--- src/hw/lsw_consts.svh ---
// constants of the lamp switch control core
//
// Overview of operation
// - 16-bit full-duplex SPI words, MSB first
// - wake-up is OR of reset, wake, requests
// - fail on supply loss or watchdog timeout
// - fault on any protection flag set
// - sleep when wake-up low; all cleared
// - normal mode output equation and flag
// - rearm signal clears latched output faults
// - PWM period is 128 PWM clocks
// - duty code n gives (n+1)/128 on-time
// - per-output delay of code times sixteen
// - external clock failure stops PWM, reported
// - chip-select low pulse calibrates internal clock
// - out-of-range calibration pulse is ignored
// - select bit chooses internal PWM clock
// - watchdog armed by rising wake sources
// - fail-safe outputs follow requests, config cleared
// - exit word, or grounded strap after watchdog entry, leaves fail-safe
// - enter fail-safe only when fail rises
// - fault pin low while fault; latches held
// - fault report cleared by valid transfer
// - startup delay, registers zero, undervoltage reported
// - received word committed on chip-select rise
// - status loaded on chip-select fall
// - sample on clock fall, shift on rise
`ifndef LSW_CONSTS_SVH
`define LSW_CONSTS_SVH
`define LSW_WORD_W      16
`define LSW_WD_BIT      15
`define LSW_ADDR_HI     14
`define LSW_ADDR_LO     12
`define LSW_EXIT_BIT    7
`define LSW_A_CTRL      3'h0
`define LSW_A_DUTY0     3'h1
`define LSW_A_CAL       3'h5
`define LSW_CAL_KEY     12'hCA1
`define LSW_F_ON        0
`define LSW_F_DIS       4
`define LSW_F_PWM_EN    8
`define LSW_F_CLK_SEL   9
`define LSW_F_VDD_EN    10
`define LSW_F_SUPPLY_HIGH_PROTECT_DISABLE    11
`define LSW_F_DUTY      0
`define LSW_F_DLY       7
`define LSW_S_NM        15
`define LSW_S_CF        14
`define LSW_S_UV        13
`define LSW_S_OV        12
`define LSW_S_OC        8
`define LSW_S_OT        4
`define LSW_S_OL        0
`define LSW_CLK_MHZ     100
`define LSW_STARTUP_US  50
`define LSW_STARTUP_CYC (`LSW_STARTUP_US * `LSW_CLK_MHZ)
`define LSW_WATCHDOG_TIMEOUT_PERIOD_US     10000
`define LSW_WATCHDOG_TIMEOUT_PERIOD_CYC    (`LSW_WATCHDOG_TIMEOUT_PERIOD_US * `LSW_CLK_MHZ)
`define LSW_EXT_MIN_CYC 1953
`define LSW_EXT_MAX_CYC 7812
`define LSW_INT_DEF_CYC 3906
`define LSW_CAL_MIN_CYC 350000
`define LSW_CAL_MAX_CYC 650000
`define LSW_DLY_SHIFT   4
`endif

--- src/hw/lsw_pkg.sv ---
// types of the lamp switch control core
package lsw_pkg;
  typedef enum logic [1:0] {
    LSW_SLEEP    = 2'b00,
    LSW_NORMAL   = 2'b01,
    LSW_FAILSAFE = 2'b10
  } lsw_mode_t;
endpackage

--- src/hw/lsw_core.sv ---
// lamp switch mode, SPI, watchdog and output control core
`timescale 1ns/1ps
`include "lsw_consts.svh"
module lsw_core import lsw_pkg::*; #(
  parameter int STARTUP_CYC = `LSW_STARTUP_CYC,
  parameter int WATCHDOG_TIMEOUT_PERIOD_CYC    = `LSW_WATCHDOG_TIMEOUT_PERIOD_CYC,
  parameter int CAL_MIN_CYC = `LSW_CAL_MIN_CYC,
  parameter int CAL_MAX_CYC = `LSW_CAL_MAX_CYC
) (
  input  wire logic       CLK,
  input  wire logic       RSTN,
  input  wire logic       SPI_CS_N,
  input  wire logic       SPI_SCLK,
  input  wire logic       SPI_SI,
  output logic            SPI_SO,
  output logic            SPI_SO_OE_N,
  input  wire logic       RESET_WAKE_PIN,
  input  wire logic       WAKE_PIN,
  input  wire logic [3:0] LAMP_REQUEST_PINS,
  input  wire logic       FAILSAFE_STRAP_PIN,
  input  wire logic       VDD_FAIL,
  input  wire logic [3:0] OVERCURRENT_FLAG,
  input  wire logic [3:0] OVERTEMP_FLAG,
  input  wire logic [3:0] SEVERE_SHORT_FLAG,
  input  wire logic [3:0] OPEN_LOAD_ON_FLAG,
  input  wire logic       BATTERY_LOW_FLAG,
  input  wire logic       SUPPLY_HIGH_FLAG,
  output logic [3:0]      LAMP_OUTPUTS,
  output logic            FAULT_FLAG_PIN_O,
  output logic            FAULT_FLAG_PIN_OE_N,
  output logic            NORMAL_MODE_FLAG
);
  // --------------------------------------------------
  // reset release
  // --------------------------------------------------
  logic [1:0] rst_sync_reg;
  logic       rst_n;

  always_ff @(posedge CLK or negedge RSTN) begin
    if (!RSTN) rst_sync_reg <= 2'b00;
    else rst_sync_reg <= {rst_sync_reg[0], 1'b1};
  end
  assign rst_n = rst_sync_reg[1];

  // --------------------------------------------------
  // declarations
  // --------------------------------------------------
  lsw_mode_t   mode_reg;
  lsw_mode_t   mode_next;
  logic [5:0]  wsrc;
  logic [5:0]  wsrc_d_reg;
  logic        wake;
  logic        cs_d_reg;
  logic        sclk_d_reg;
  logic        cs_fall;
  logic        cs_rise;
  logic        sclk_fall;
  logic        sclk_rise;
  logic [15:0] rx_reg;
  logic [15:0] tx_reg;
  logic [4:0]  bit_cnt_reg;
  logic        word_valid;
  logic [2:0]  waddr;
  logic [15:0] status;
  logic        ready;
  logic [12:0] start_cnt_reg;
  logic        cfg_wr;
  logic        cfg_clr;
  logic [3:0]  on_reg;
  logic [3:0]  dis_reg;
  logic        pwm_en_reg;
  logic        clk_sel_reg;
  logic        vdd_en_reg;
  logic        supply_high_protect_disable_reg;
  logic [6:0]  duty_reg [4];
  logic [2:0]  dly_reg [4];
  logic        cal_arm;
  logic        wd_arm_reg;
  logic [31:0] wd_cnt_reg;
  logic        wd_to_reg;
  logic        last_wd_reg;
  logic        fs_wd_reg;
  logic        fail_cond;
  logic        fail_d_reg;
  logic        exit_req;
  logic        fault_cond;
  logic [3:0]  oc_rep_reg;
  logic [3:0]  ot_rep_reg;
  logic [3:0]  ol_rep_reg;
  logic        uv_rep_reg;
  logic        ov_rep_reg;
  logic [3:0]  latch_reg;
  logic [3:0]  rearm;
  logic [3:0]  rearm_d_reg;
  logic [3:0]  cmd;
  logic [3:0]  hard_flt;
  logic        pwm_act;
  logic        pwm_tick;
  logic [6:0]  pwm_phase;
  logic        clk_fail;
  logic [3:0]  wave;

  // --------------------------------------------------
  // pin edges and wake-up
  // --------------------------------------------------
  assign wsrc      = {RESET_WAKE_PIN, WAKE_PIN, LAMP_REQUEST_PINS};
  assign wake      = |wsrc;
  assign cs_fall   = cs_d_reg & ~SPI_CS_N;
  assign cs_rise   = ~cs_d_reg & SPI_CS_N;
  assign sclk_fall = sclk_d_reg & ~SPI_SCLK;
  assign sclk_rise = ~sclk_d_reg & SPI_SCLK;

  always_ff @(posedge CLK or negedge rst_n) begin
    if (!rst_n) begin
      wsrc_d_reg <= 6'h00;
      cs_d_reg   <= 1'b1;
      sclk_d_reg <= 1'b0;
    end else begin
      wsrc_d_reg <= wsrc;
      cs_d_reg   <= SPI_CS_N;
      sclk_d_reg <= SPI_SCLK;
    end
  end

  // --------------------------------------------------
  // SPI shift registers
  // --------------------------------------------------
  assign word_valid  = cs_rise && bit_cnt_reg == 5'h10;
  assign waddr       = rx_reg[`LSW_ADDR_HI:`LSW_ADDR_LO];
  assign SPI_SO      = tx_reg[15];
  assign SPI_SO_OE_N = SPI_CS_N;

  always_comb begin
    status = 16'h0000;
    status[`LSW_S_NM] = (mode_reg == LSW_NORMAL);
    status[`LSW_S_CF] = clk_fail;
    status[`LSW_S_UV] = uv_rep_reg;
    status[`LSW_S_OV] = ov_rep_reg;
    status[`LSW_S_OC +: 4] = oc_rep_reg;
    status[`LSW_S_OT +: 4] = ot_rep_reg;
    status[`LSW_S_OL +: 4] = ol_rep_reg;
  end

  always_ff @(posedge CLK or negedge rst_n) begin
    if (!rst_n) begin
      rx_reg      <= 16'h0000;
      tx_reg      <= 16'h0000;
      bit_cnt_reg <= 5'h00;
    end else if (cs_fall) begin
      tx_reg      <= status;
      bit_cnt_reg <= 5'h00;
    end else if (!SPI_CS_N) begin
      if (sclk_fall) begin
        rx_reg <= {rx_reg[14:0], SPI_SI};
        if (bit_cnt_reg != 5'h1F) bit_cnt_reg <= bit_cnt_reg + 5'h01;
      end else if (sclk_rise && bit_cnt_reg != 5'h00) begin
        tx_reg <= {tx_reg[14:0], 1'b0};
      end
    end
  end

  // --------------------------------------------------
  // start-up delay
  // --------------------------------------------------
  assign ready = (start_cnt_reg == 13'h0000);

  always_ff @(posedge CLK or negedge rst_n) begin
    if (!rst_n) start_cnt_reg <= 13'(STARTUP_CYC);
    else if (mode_reg == LSW_SLEEP) start_cnt_reg <= 13'(STARTUP_CYC);
    else if (!ready) start_cnt_reg <= start_cnt_reg - 13'h0001;
  end

  // --------------------------------------------------
  // configuration registers
  // --------------------------------------------------
  assign cfg_wr  = word_valid && mode_reg == LSW_NORMAL && ready;
  assign cfg_clr = mode_reg != LSW_NORMAL || !ready;
  assign cal_arm = cfg_wr && waddr == `LSW_A_CAL && rx_reg[11:0] == `LSW_CAL_KEY;

  always_ff @(posedge CLK or negedge rst_n) begin
    if (!rst_n) begin
      on_reg      <= 4'h0;
      dis_reg     <= 4'h0;
      pwm_en_reg  <= 1'b0;
      clk_sel_reg <= 1'b0;
      vdd_en_reg  <= 1'b0;
      supply_high_protect_disable_reg  <= 1'b0;
    end else if (cfg_clr) begin
      on_reg      <= 4'h0;
      dis_reg     <= 4'h0;
      pwm_en_reg  <= 1'b0;
      clk_sel_reg <= 1'b0;
      vdd_en_reg  <= 1'b0;
      supply_high_protect_disable_reg  <= 1'b0;
    end else if (cfg_wr && waddr == `LSW_A_CTRL) begin
      on_reg      <= rx_reg[`LSW_F_ON +: 4];
      dis_reg     <= rx_reg[`LSW_F_DIS +: 4];
      pwm_en_reg  <= rx_reg[`LSW_F_PWM_EN];
      clk_sel_reg <= rx_reg[`LSW_F_CLK_SEL];
      vdd_en_reg  <= rx_reg[`LSW_F_VDD_EN];
      supply_high_protect_disable_reg  <= rx_reg[`LSW_F_SUPPLY_HIGH_PROTECT_DISABLE];
    end
  end

  for (genvar i = 0; i < 4; i++) begin : g_duty
    always_ff @(posedge CLK or negedge rst_n) begin
      if (!rst_n) begin
        duty_reg[i] <= 7'h00;
        dly_reg[i]  <= 3'h0;
      end else if (cfg_clr) begin
        duty_reg[i] <= 7'h00;
        dly_reg[i]  <= 3'h0;
      end else if (cfg_wr && waddr == 3'(`LSW_A_DUTY0 + i)) begin
        duty_reg[i] <= rx_reg[`LSW_F_DUTY +: 7];
        dly_reg[i]  <= rx_reg[`LSW_F_DLY +: 3];
      end
    end
  end

  // --------------------------------------------------
  // watchdog
  // --------------------------------------------------
  always_ff @(posedge CLK or negedge rst_n) begin
    if (!rst_n) begin
      wd_arm_reg <= 1'b0;
    end else if (mode_reg == LSW_SLEEP || !FAILSAFE_STRAP_PIN) begin
      wd_arm_reg <= 1'b0;
    end else if (|(wsrc & ~wsrc_d_reg)) begin
      wd_arm_reg <= 1'b1;
    end
  end

  always_ff @(posedge CLK or negedge rst_n) begin
    if (!rst_n) last_wd_reg <= 1'b0;
    else if (mode_reg == LSW_SLEEP) last_wd_reg <= 1'b0;
    else if (word_valid) last_wd_reg <= rx_reg[`LSW_WD_BIT];
  end

  always_ff @(posedge CLK or negedge rst_n) begin
    if (!rst_n) begin
      wd_cnt_reg <= 32'h00000000;
      wd_to_reg  <= 1'b0;
    end else if (mode_reg != LSW_NORMAL || !wd_arm_reg) begin
      wd_cnt_reg <= 32'h00000000;
      wd_to_reg  <= 1'b0;
    end else if (word_valid && rx_reg[`LSW_WD_BIT] != last_wd_reg) begin
      wd_cnt_reg <= 32'h00000000;
    end else if (wd_cnt_reg >= 32'(WATCHDOG_TIMEOUT_PERIOD_CYC - 1)) begin
      wd_to_reg <= 1'b1;
    end else begin
      wd_cnt_reg <= wd_cnt_reg + 32'h00000001;
    end
  end

  // --------------------------------------------------
  // mode control
  // --------------------------------------------------
  assign fail_cond = (VDD_FAIL & vdd_en_reg) | (wd_to_reg & FAILSAFE_STRAP_PIN);
  assign exit_req  = word_valid && rx_reg[`LSW_EXIT_BIT] && !VDD_FAIL;

  always_comb begin
    mode_next = mode_reg;
    case (mode_reg)
      LSW_SLEEP: begin
        if (wake) mode_next = LSW_NORMAL;
      end
      LSW_NORMAL: begin
        if (!wake) mode_next = LSW_SLEEP;
        else if (fail_cond && !fail_d_reg) mode_next = LSW_FAILSAFE;
      end
      LSW_FAILSAFE: begin
        if (!wake) mode_next = LSW_SLEEP;
        else if (exit_req || (fs_wd_reg && !FAILSAFE_STRAP_PIN)) mode_next = LSW_NORMAL;
      end
      default: mode_next = LSW_SLEEP;
    endcase
  end

  always_ff @(posedge CLK or negedge rst_n) begin
    if (!rst_n) begin
      mode_reg   <= LSW_SLEEP;
      fail_d_reg <= 1'b0;
      fs_wd_reg  <= 1'b0;
    end else begin
      mode_reg   <= mode_next;
      fail_d_reg <= fail_cond;
      if (mode_reg == LSW_NORMAL && mode_next == LSW_FAILSAFE)
        fs_wd_reg <= wd_to_reg & FAILSAFE_STRAP_PIN;
    end
  end

  assign NORMAL_MODE_FLAG = (mode_reg == LSW_NORMAL);

  // --------------------------------------------------
  // fault report register
  // --------------------------------------------------
  always_ff @(posedge CLK or negedge rst_n) begin
    if (!rst_n) begin
      oc_rep_reg <= 4'h0;
      ot_rep_reg <= 4'h0;
      ol_rep_reg <= 4'h0;
      uv_rep_reg <= 1'b0;
      ov_rep_reg <= 1'b0;
    end else if (mode_reg == LSW_SLEEP) begin
      oc_rep_reg <= 4'h0;
      ot_rep_reg <= 4'h0;
      ol_rep_reg <= 4'h0;
      uv_rep_reg <= wake;
      ov_rep_reg <= 1'b0;
    end else begin
      // a flag arriving during the clearing transfer survives
      oc_rep_reg <= (oc_rep_reg & {4{~word_valid}}) | OVERCURRENT_FLAG | SEVERE_SHORT_FLAG;
      ot_rep_reg <= (ot_rep_reg & {4{~word_valid}}) | OVERTEMP_FLAG;
      ol_rep_reg <= (ol_rep_reg & {4{~word_valid}}) | OPEN_LOAD_ON_FLAG;
      uv_rep_reg <= (uv_rep_reg & ~word_valid) | BATTERY_LOW_FLAG;
      ov_rep_reg <= (ov_rep_reg & ~word_valid) | SUPPLY_HIGH_FLAG;
    end
  end

  // --------------------------------------------------
  // latched output faults and rearm
  // --------------------------------------------------
  assign hard_flt = OVERCURRENT_FLAG | OVERTEMP_FLAG | SEVERE_SHORT_FLAG | {4{BATTERY_LOW_FLAG}};
  assign rearm = on_reg | (LAMP_REQUEST_PINS & ~dis_reg & {4{~pwm_en_reg}});

  always_ff @(posedge CLK or negedge rst_n) begin
    if (!rst_n) rearm_d_reg <= 4'h0;
    else rearm_d_reg <= rearm;
  end

  always_ff @(posedge CLK or negedge rst_n) begin
    if (!rst_n) begin
      latch_reg <= 4'h0;
    end else if (mode_reg == LSW_SLEEP || (mode_reg != mode_next && mode_next != LSW_SLEEP)) begin
      latch_reg <= 4'h0;
    end else begin
      // set wins over a rearm in the same cycle
      latch_reg <= (latch_reg & ~(rearm & ~rearm_d_reg)) | (hard_flt & cmd);
    end
  end

  assign fault_cond = |OVERCURRENT_FLAG | |OVERTEMP_FLAG | |SEVERE_SHORT_FLAG |
                      BATTERY_LOW_FLAG | (SUPPLY_HIGH_FLAG & supply_high_protect_disable_reg);

  // --------------------------------------------------
  // PWM module
  // --------------------------------------------------
  lsw_pwm_clk #(
    .CAL_MIN (CAL_MIN_CYC),
    .CAL_MAX (CAL_MAX_CYC)
  ) u_pwm_clk (
    .clk      (CLK),
    .rst_n    (rst_n),
    .ext_clk  (LAMP_REQUEST_PINS[0]),
    .clk_sel  (clk_sel_reg),
    .cs_n     (SPI_CS_N),
    .cal_arm  (cal_arm),
    .tick     (pwm_tick),
    .phase    (pwm_phase),
    .clk_fail (clk_fail)
  );

  for (genvar i = 0; i < 4; i++) begin : g_chan
    lsw_pwm_chan u_chan (
      .clk   (CLK),
      .rst_n (rst_n),
      .tick  (pwm_tick),
      .phase (pwm_phase),
      .duty  (duty_reg[i]),
      .delay (dly_reg[i]),
      .wave  (wave[i])
    );
  end

  assign pwm_act = pwm_en_reg & ~(clk_fail & ~clk_sel_reg);

  // --------------------------------------------------
  // output command and pins
  // --------------------------------------------------
  always_comb begin
    case (mode_reg)
      LSW_NORMAL: begin
        if (pwm_act) cmd = on_reg & wave;
        else cmd = (LAMP_REQUEST_PINS & ~dis_reg) | on_reg;
      end
      LSW_FAILSAFE: cmd = LAMP_REQUEST_PINS;
      default: cmd = 4'h0;
    endcase
  end

  always_ff @(posedge CLK or negedge rst_n) begin
    if (!rst_n) LAMP_OUTPUTS <= 4'h0;
    else if (!ready || (SUPPLY_HIGH_FLAG && !supply_high_protect_disable_reg)) LAMP_OUTPUTS <= 4'h0;
    else LAMP_OUTPUTS <= cmd & ~latch_reg & ~hard_flt;
  end

  always_ff @(posedge CLK or negedge rst_n) begin
    if (!rst_n) FAULT_FLAG_PIN_OE_N <= 1'b1;
    else FAULT_FLAG_PIN_OE_N <= !(mode_reg != LSW_SLEEP &&
                                  (fault_cond || |latch_reg || SUPPLY_HIGH_FLAG));
  end

  assign FAULT_FLAG_PIN_O = 1'b0;
endmodule

--- src/hw/lsw_pwm_chan.sv ---
// one PWM output channel with switching delay
`timescale 1ns/1ps
`include "lsw_consts.svh"
module lsw_pwm_chan import lsw_pkg::*; (
  input  wire logic       clk,
  input  wire logic       rst_n,
  input  wire logic       tick,
  input  wire logic [6:0] phase,
  input  wire logic [6:0] duty,
  input  wire logic [2:0] delay,
  output logic            wave
);
  logic [6:0] duty_reg;
  logic [2:0] dly_reg;
  logic [6:0] pos;

  // phase after this tick, shifted back by the delay
  assign pos = 7'(phase + 7'h01 - {dly_reg, 4'h0});

  always_ff @(posedge clk or negedge rst_n) begin
    if (!rst_n) begin
      duty_reg <= 7'h00;
      dly_reg  <= 3'h0;
    end else if (tick && phase == 7'h7F) begin
      duty_reg <= duty;
      dly_reg  <= delay;
    end
  end

  always_ff @(posedge clk or negedge rst_n) begin
    if (!rst_n) wave <= 1'b0;
    else if (tick) wave <= (pos <= duty_reg);
  end
endmodule

--- src/hw/lsw_pwm_clk.sv ---
// PWM clock source, monitor and calibration
`timescale 1ns/1ps
`include "lsw_consts.svh"
module lsw_pwm_clk import lsw_pkg::*; #(
  parameter int CAL_MIN = `LSW_CAL_MIN_CYC,
  parameter int CAL_MAX = `LSW_CAL_MAX_CYC
) (
  input  wire logic       clk,
  input  wire logic       rst_n,
  input  wire logic       ext_clk,
  input  wire logic       clk_sel,
  input  wire logic       cs_n,
  input  wire logic       cal_arm,
  output logic            tick,
  output logic [6:0]      phase,
  output logic            clk_fail
);
  logic        ext_d_reg;
  logic        ext_rise;
  logic [12:0] ext_cnt_reg;
  logic [15:0] int_cnt_reg;
  logic [15:0] int_per_reg;
  logic        int_tick;
  logic        cs_d_reg;
  logic        cal_wait_reg;
  logic        cal_meas_reg;
  logic [19:0] cal_cnt_reg;
  logic        sel_reg;

  assign ext_rise = ext_clk & ~ext_d_reg;
  assign int_tick = (int_cnt_reg >= int_per_reg - 16'h0001);
  assign tick     = sel_reg ? int_tick : ext_rise;

  // --------------------------------------------------
  // external clock period monitor
  // --------------------------------------------------
  always_ff @(posedge clk or negedge rst_n) begin
    if (!rst_n) begin
      ext_d_reg   <= 1'b0;
      ext_cnt_reg <= 13'h0000;
      clk_fail    <= 1'b1;
    end else begin
      ext_d_reg <= ext_clk;
      if (ext_rise) begin
        ext_cnt_reg <= 13'h0000;
        clk_fail    <= (ext_cnt_reg < 13'(`LSW_EXT_MIN_CYC)) ||
                       (ext_cnt_reg > 13'(`LSW_EXT_MAX_CYC));
      end else if (ext_cnt_reg <= 13'(`LSW_EXT_MAX_CYC)) begin
        ext_cnt_reg <= ext_cnt_reg + 13'h0001;
      end else begin
        clk_fail <= 1'b1;
      end
    end
  end

  // --------------------------------------------------
  // internal oscillator and chip-select calibration
  // --------------------------------------------------
  always_ff @(posedge clk or negedge rst_n) begin
    if (!rst_n) begin
      int_cnt_reg  <= 16'h0000;
      int_per_reg  <= 16'(`LSW_INT_DEF_CYC);
      cs_d_reg     <= 1'b1;
      cal_wait_reg <= 1'b0;
      cal_meas_reg <= 1'b0;
      cal_cnt_reg  <= 20'h00000;
    end else begin
      cs_d_reg    <= cs_n;
      int_cnt_reg <= int_tick ? 16'h0000 : int_cnt_reg + 16'h0001;
      if (cal_arm) cal_wait_reg <= 1'b1;
      if (cal_wait_reg && cs_d_reg && !cs_n) begin
        cal_wait_reg <= 1'b0;
        cal_meas_reg <= 1'b1;
        // the first low sample already counts toward the width
        cal_cnt_reg  <= 20'h00001;
      end else if (cal_meas_reg && cs_n) begin
        cal_meas_reg <= 1'b0;
        if (cal_cnt_reg >= 20'(CAL_MIN) && cal_cnt_reg <= 20'(CAL_MAX))
          int_per_reg <= {3'h0, cal_cnt_reg[19:7]};
      end else if (cal_meas_reg && cal_cnt_reg != 20'hFFFFF) begin
        cal_cnt_reg <= cal_cnt_reg + 20'h00001;
      end
    end
  end

  // --------------------------------------------------
  // 128-step period counter, source change at boundary or on external clock failure
  // --------------------------------------------------
  always_ff @(posedge clk or negedge rst_n) begin
    if (!rst_n) begin
      phase   <= 7'h00;
      sel_reg <= 1'b0;
    end else begin
      if (tick) phase <= phase + 7'h01;
      if ((tick && phase == 7'h7F) || (!sel_reg && clk_fail))
        sel_reg <= clk_sel;
    end
  end
endmodule

--- config.mk ---
export PLATFORM = sky130hd
export DESIGN_NAME = lsw_core
export DESIGN_NICKNAME = d
export VERILOG_FILES = /design/src/hw/lsw_pkg.sv /design/src/hw/lsw_core.sv /design/src/hw/lsw_pwm_chan.sv /design/src/hw/lsw_pwm_clk.sv
export VERILOG_INCLUDE_DIRS = /design/src /design/src/hw
export SDC_FILE = /design/constraint.sdc
export NUM_CORES = 1
export LEC_CHECK = 0
export ABC_CLOCK_PERIOD_IN_PS = 9600
export BUFFER_PORTS_ARGS = -buffer_cell sky130_fd_sc_hd__buf_2
export CORE_UTILIZATION = 30
export CTS_BUF_LIST = sky130_fd_sc_hd__clkbuf_8 sky130_fd_sc_hd__clkbuf_16
export CTS_CLUSTER_SIZE = 12
export DETAILED_ROUTE_END_ITERATION = 12
export GPL_TIMING_DRIVEN = 0
export PLACE_DENSITY = 0.5
export SLEW_MARGIN = 20
export SYNTH_ARGS = -nofsm -noshare
export SYNTH_HDL_FRONTEND = slang
export SYNTH_HIERARCHICAL = 1
export SYNTH_SLANG_ARGS = --single-unit
--- constraint.sdc ---
create_clock -name CLK -period 9.6 [get_ports CLK]
set_input_delay 0.48 -clock CLK [delete_from_list [all_inputs] [get_ports CLK]]
set_output_delay 0.48 -clock CLK [all_outputs]
set_load 0.05 [all_outputs]
==> out/qor.json <==
{
  "global_routing": {
    "first_global_vias": 11300,
    "grt_antenna_before_repair": 0,
    "grt_residual_overflow": 0,
    "grt_usage_pct": 14.1,
    "grt_pass1_wl_mm": 60.9,
    "grt_start_max_net_pins": 56
  },
  "drt": {
    "detail_route.wirelength_mm": 37.3,
    "drcViolationCount": 0,
    "average_wire_per_standard_cell_microns": 16.1,
    "via_count": 11200,
    "postRouteAntennaNets": 0,
    "drt_first_pass_iters": 5,
    "via_per_inst": 4.84,
    "detail_route.iter0.violations": 613
  },
  "power": {
    "p_per_area_mw_per_mm2": 229,
    "ir_worst_vdd_mv": 0.109,
    "p_leak_uw": 0.00816
  },
  "worst_hold_path": {
    "holdPathStages": 1,
    "hold_path.class": "input port to register"
  },
  "place": {
    "finalWeightedCongestion": 0.803,
    "preCtsSetupSlack_ps": 5610,
    "numPortBuffers": 38,
    "placed_cells": 2254,
    "dpl.hpwl_mm": 26.2
  },
  "finish": {
    "final_nets": 1736,
    "post_route_cells_drive_above_1_share_pct": 14.5,
    "antenna_cells": 0,
    "largest_register_ff_count": 32,
    "synthesis_to_finish_area_growth_pct": 15.5,
    "final_cell_count_no_fill": 2321
  },
  "sta": {
    "hold_ws_ps": 74.1,
    "report.final.setup_viol": 0,
    "final.period_utilization_pct": 41.8,
    "slew-limit-headroom_pct": 32.5,
    "max_slew_violation_count": 0,
    "max_slew.worst_pin.slew_ps": 1010,
    "grt_setup_unrepaired": "no",
    "period_minus_slack_ps": 4010,
    "final_sum_of_negative_setup_slack_ps": 0,
    "fmax_mhz": 249,
    "worst_clock_skew_ps": 16.0,
    "timing.final.hold_violations": 0,
    "setup_slack_ps": 5590
  },
  "worst_setup_path": {
    "cp_num_cells": 13,
    "path_buf_inv": 2,
    "worstSetupStartpoint": "u_pwm_clk/int_per_reg[5]$_DFFE_PN0P_",
    "highest_fanout_seen_on_the_critical_path": 12,
    "critical_path.reg2reg.startpoint": "u_pwm_clk/int_per_reg[5]$_DFFE_PN0P_",
    "cell_with_the_largest_stage_delay_on_the_worst_path": "sky130_fd_sc_hd__nor4_1",
    "cp.required_ps": 10020,
    "startpoint_type": "register",
    "regToRegSetupSlack_ps": 5590,
    "path_cells": "nor4_1 -> nand2_1 -> nor4_1 -> xnor2_1 -> ha_1 -> and4_1 -> nand2_1 -> o311ai_4 -> buf_6 -> buf_6 -> nand4_4 -> nor2_8 -> mux2_4",
    "type_of_the_worst_setup_path": "register to register",
    "reg2regPathDepth": 13,
    "critical-path-max-stage-delay_ps": 550,
    "critical_path.endpoint": "g_chan[1].u_chan/duty_reg[6]$_DFFE_PN0P_",
    "worstReg2RegEnd": "g_chan[1].u_chan/duty_reg[6]$_DFFE_PN0P_",
    "critPathArrivalTime_ps": 4430,
    "endpoint_kind": "register",
    "kind_of_cell_with_the_highest_combined_delay_on_the_critical_path": "simple AND/OR/NAND/NOR gates"
  },
  "synthesis": {
    "syn_area_per_cell_sq_um": 10.5,
    "syn_area_sq_mm": 0.0160,
    "post_synth_xor_area_fraction_pct": 5.09,
    "synth_mux_area_share_pct": 9.72,
    "post_synthesis_net_count": 1651,
    "ys_flop_type": "sky130_fd_sc_hd__dfrtp_1",
    "synth_adder_area_share_pct": 7.83,
    "synthSimpleGateAreaFrac_pct": 17.0,
    "yosysUniqueCellTypes": 78,
    "main_combinational_cell_family_by_area_after_synthesis": "simple AND/OR/NAND/NOR gates",
    "postSynthCellCount": 1520,
    "synth_seq_area_share_pct": 46.6,
    "synth-compound-area-share_pct": 10.0,
    "synth-warning-count": 6,
    "synth-seq-cells": 297,
    "synthArstFlopShare_pct": 100,
    "synth_enable_flop_cells": 0
  },
  "floorplan": {
    "placement_rows": 84,
    "initial_core_utilization_pct": 30.4,
    "fp.dieArea_sq_mm": 0.0542,
    "fp.coreArea_sq_mm": 0.0527,
    "dieWidth_microns": 233,
    "fp.dieH_microns": 233,
    "num_io_pins": 40
  },
  "clock_tree": {
    "worst_skew_pair.late_latency_ps": 550,
    "cts_tree": "done",
    "ctsHtreeMaxLevel": 2,
    "numCtsBuffers": 36,
    "cts-resized-gates": 0,
    "postCtsSetupBuffers": 0,
    "clock_input_transition_at_the_sequential_cells_of_the_worst_setup_and_hold_paths_ps": 60,
    "cts_root_buf": "sky130_fd_sc_hd__clkbuf_16",
    "clock_sinks": 297,
    "clock_path_buffers": 3
  },
  "run": {
    "drv_cap": 0
  },
  "run_status": {
    "status": "finished, final reports clean"
  }
}
==> synth_stat cells, drive strengths merged, types with 23 or more instances <==
cell type | count | area [sq um]
o21ai | 48 | 248
inv | 94 | 353
xor2 | 52 | 455
xnor2 | 41 | 359
ha | 100 | 1250
nand2 | 86 | 323
nor2 | 173 | 714
a211oi | 26 | 195
nand3 | 43 | 215
clkbuf | 35 | 133
dfrtp | 282 | 7060
nand2b | 23 | 144
mux2 | 66 | 923
a21oi | 96 | 480
nand4 | 34 | 273
mux2i | 63 | 631
==> logic make-up (layout without fill, tap and decap cells) <==
group / count (synthesis) / after routing
AO/OA/AOI/OAI: 249 / 249
XOR/XNOR: 93 / 93
other: 2 / 2
multiplexers: 129 / 129
flip-flops: 297 / 297
AND/OR/NAND/NOR: 506 / 506
adder cells (fa/ha/maj): 100 / 100
buffers and inverters: 144 / 257
==> stage by stage <==
stage          total power, uW  utilization (%)  instance area [sq um]
2_1_floorplan             2500                -                  16000
3_3_place_gp              2800             32.4                  17000
3_5_place_dp              2860             32.7                  17200
4_1_cts                   4300             35.1                  18500
5_1_grt                   4530             35.1                  18500
6_report                  4230             35.1                  18500
==> layout make-up <==
type / count / area [sq um]
buffer: 50 / 239
clock buffer: 49 / 1090
clock inverter: 17 / 140
fill: 5218 / 34200
inverter: 94 / 353
multi-input combinational: 1079 / 7960
sequential: 297 / 7450
tap: 688 / 861
timing repair buffer: 47 / 365
==> metal layers <==
metal	share of wire, %	global-route usage, %	wire length, microns	up-vias
li1	-	-	-	5534
met1	49	19.1	18300	5519
met2	45	22.5	16900	125
met3	3.2	2.44	1200	55
met4	2.5	4.90	948	0
met5	0	0	0	-
==> worst min path at each step <==
stage / from / endpoint / slack, ps
3_5_place_dp: RSTN / rst_sync_reg[0]$_DFF_PN0_ / 270
5_1_grt: SPI_SCLK / sclk_d_reg$_DFF_PN0_ / 60
6_report: SPI_SCLK / sclk_d_reg$_DFF_PN0_ / 70
3_3_place_gp: RSTN / rst_sync_reg[0]$_DFF_PN0_ / 270
4_1_cts: SPI_SCLK / sclk_d_reg$_DFF_PN0_ / 40
2_1_floorplan: RSTN / rst_sync_reg[0]$_DFF_PN0_ / 180
==> where the power goes <==
part	leakage, uW	internal, uW	switching, uW
Sequential	0.00391	1390	210
Combinational	0.00362	545	677
Clock	0.000631	849	552
==> repair_timing <==
| action | in CTS | in global routing |
|---|---|---|
| endpoints found under the setup margin | 0 | 0 |
| hold endpoints to repair | 2 | 0 |
| hold buffers | 1 | 0 |
==> placed cells by master, fill, tap and decap left out, drive strengths merged, types with 17 or more instances in the layout <==
cell,netlist,layout
nand4,34,34
xnor2,41,41
buf,15,61
clkbuf,35,84
a21oi,96,96
and3,17,17
nor2,173,173
mux2i,63,63
ha,100,100
and2,18,18
xor2,52,52
nand3,43,43
nor4,19,19
nand2b,23,23
mux2,66,66
o21ai,48,48
nand2,86,86
dfrtp,282,282
a211oi,26,26
inv,94,102
No activity file was read; power rests on OpenSTA's default activity.
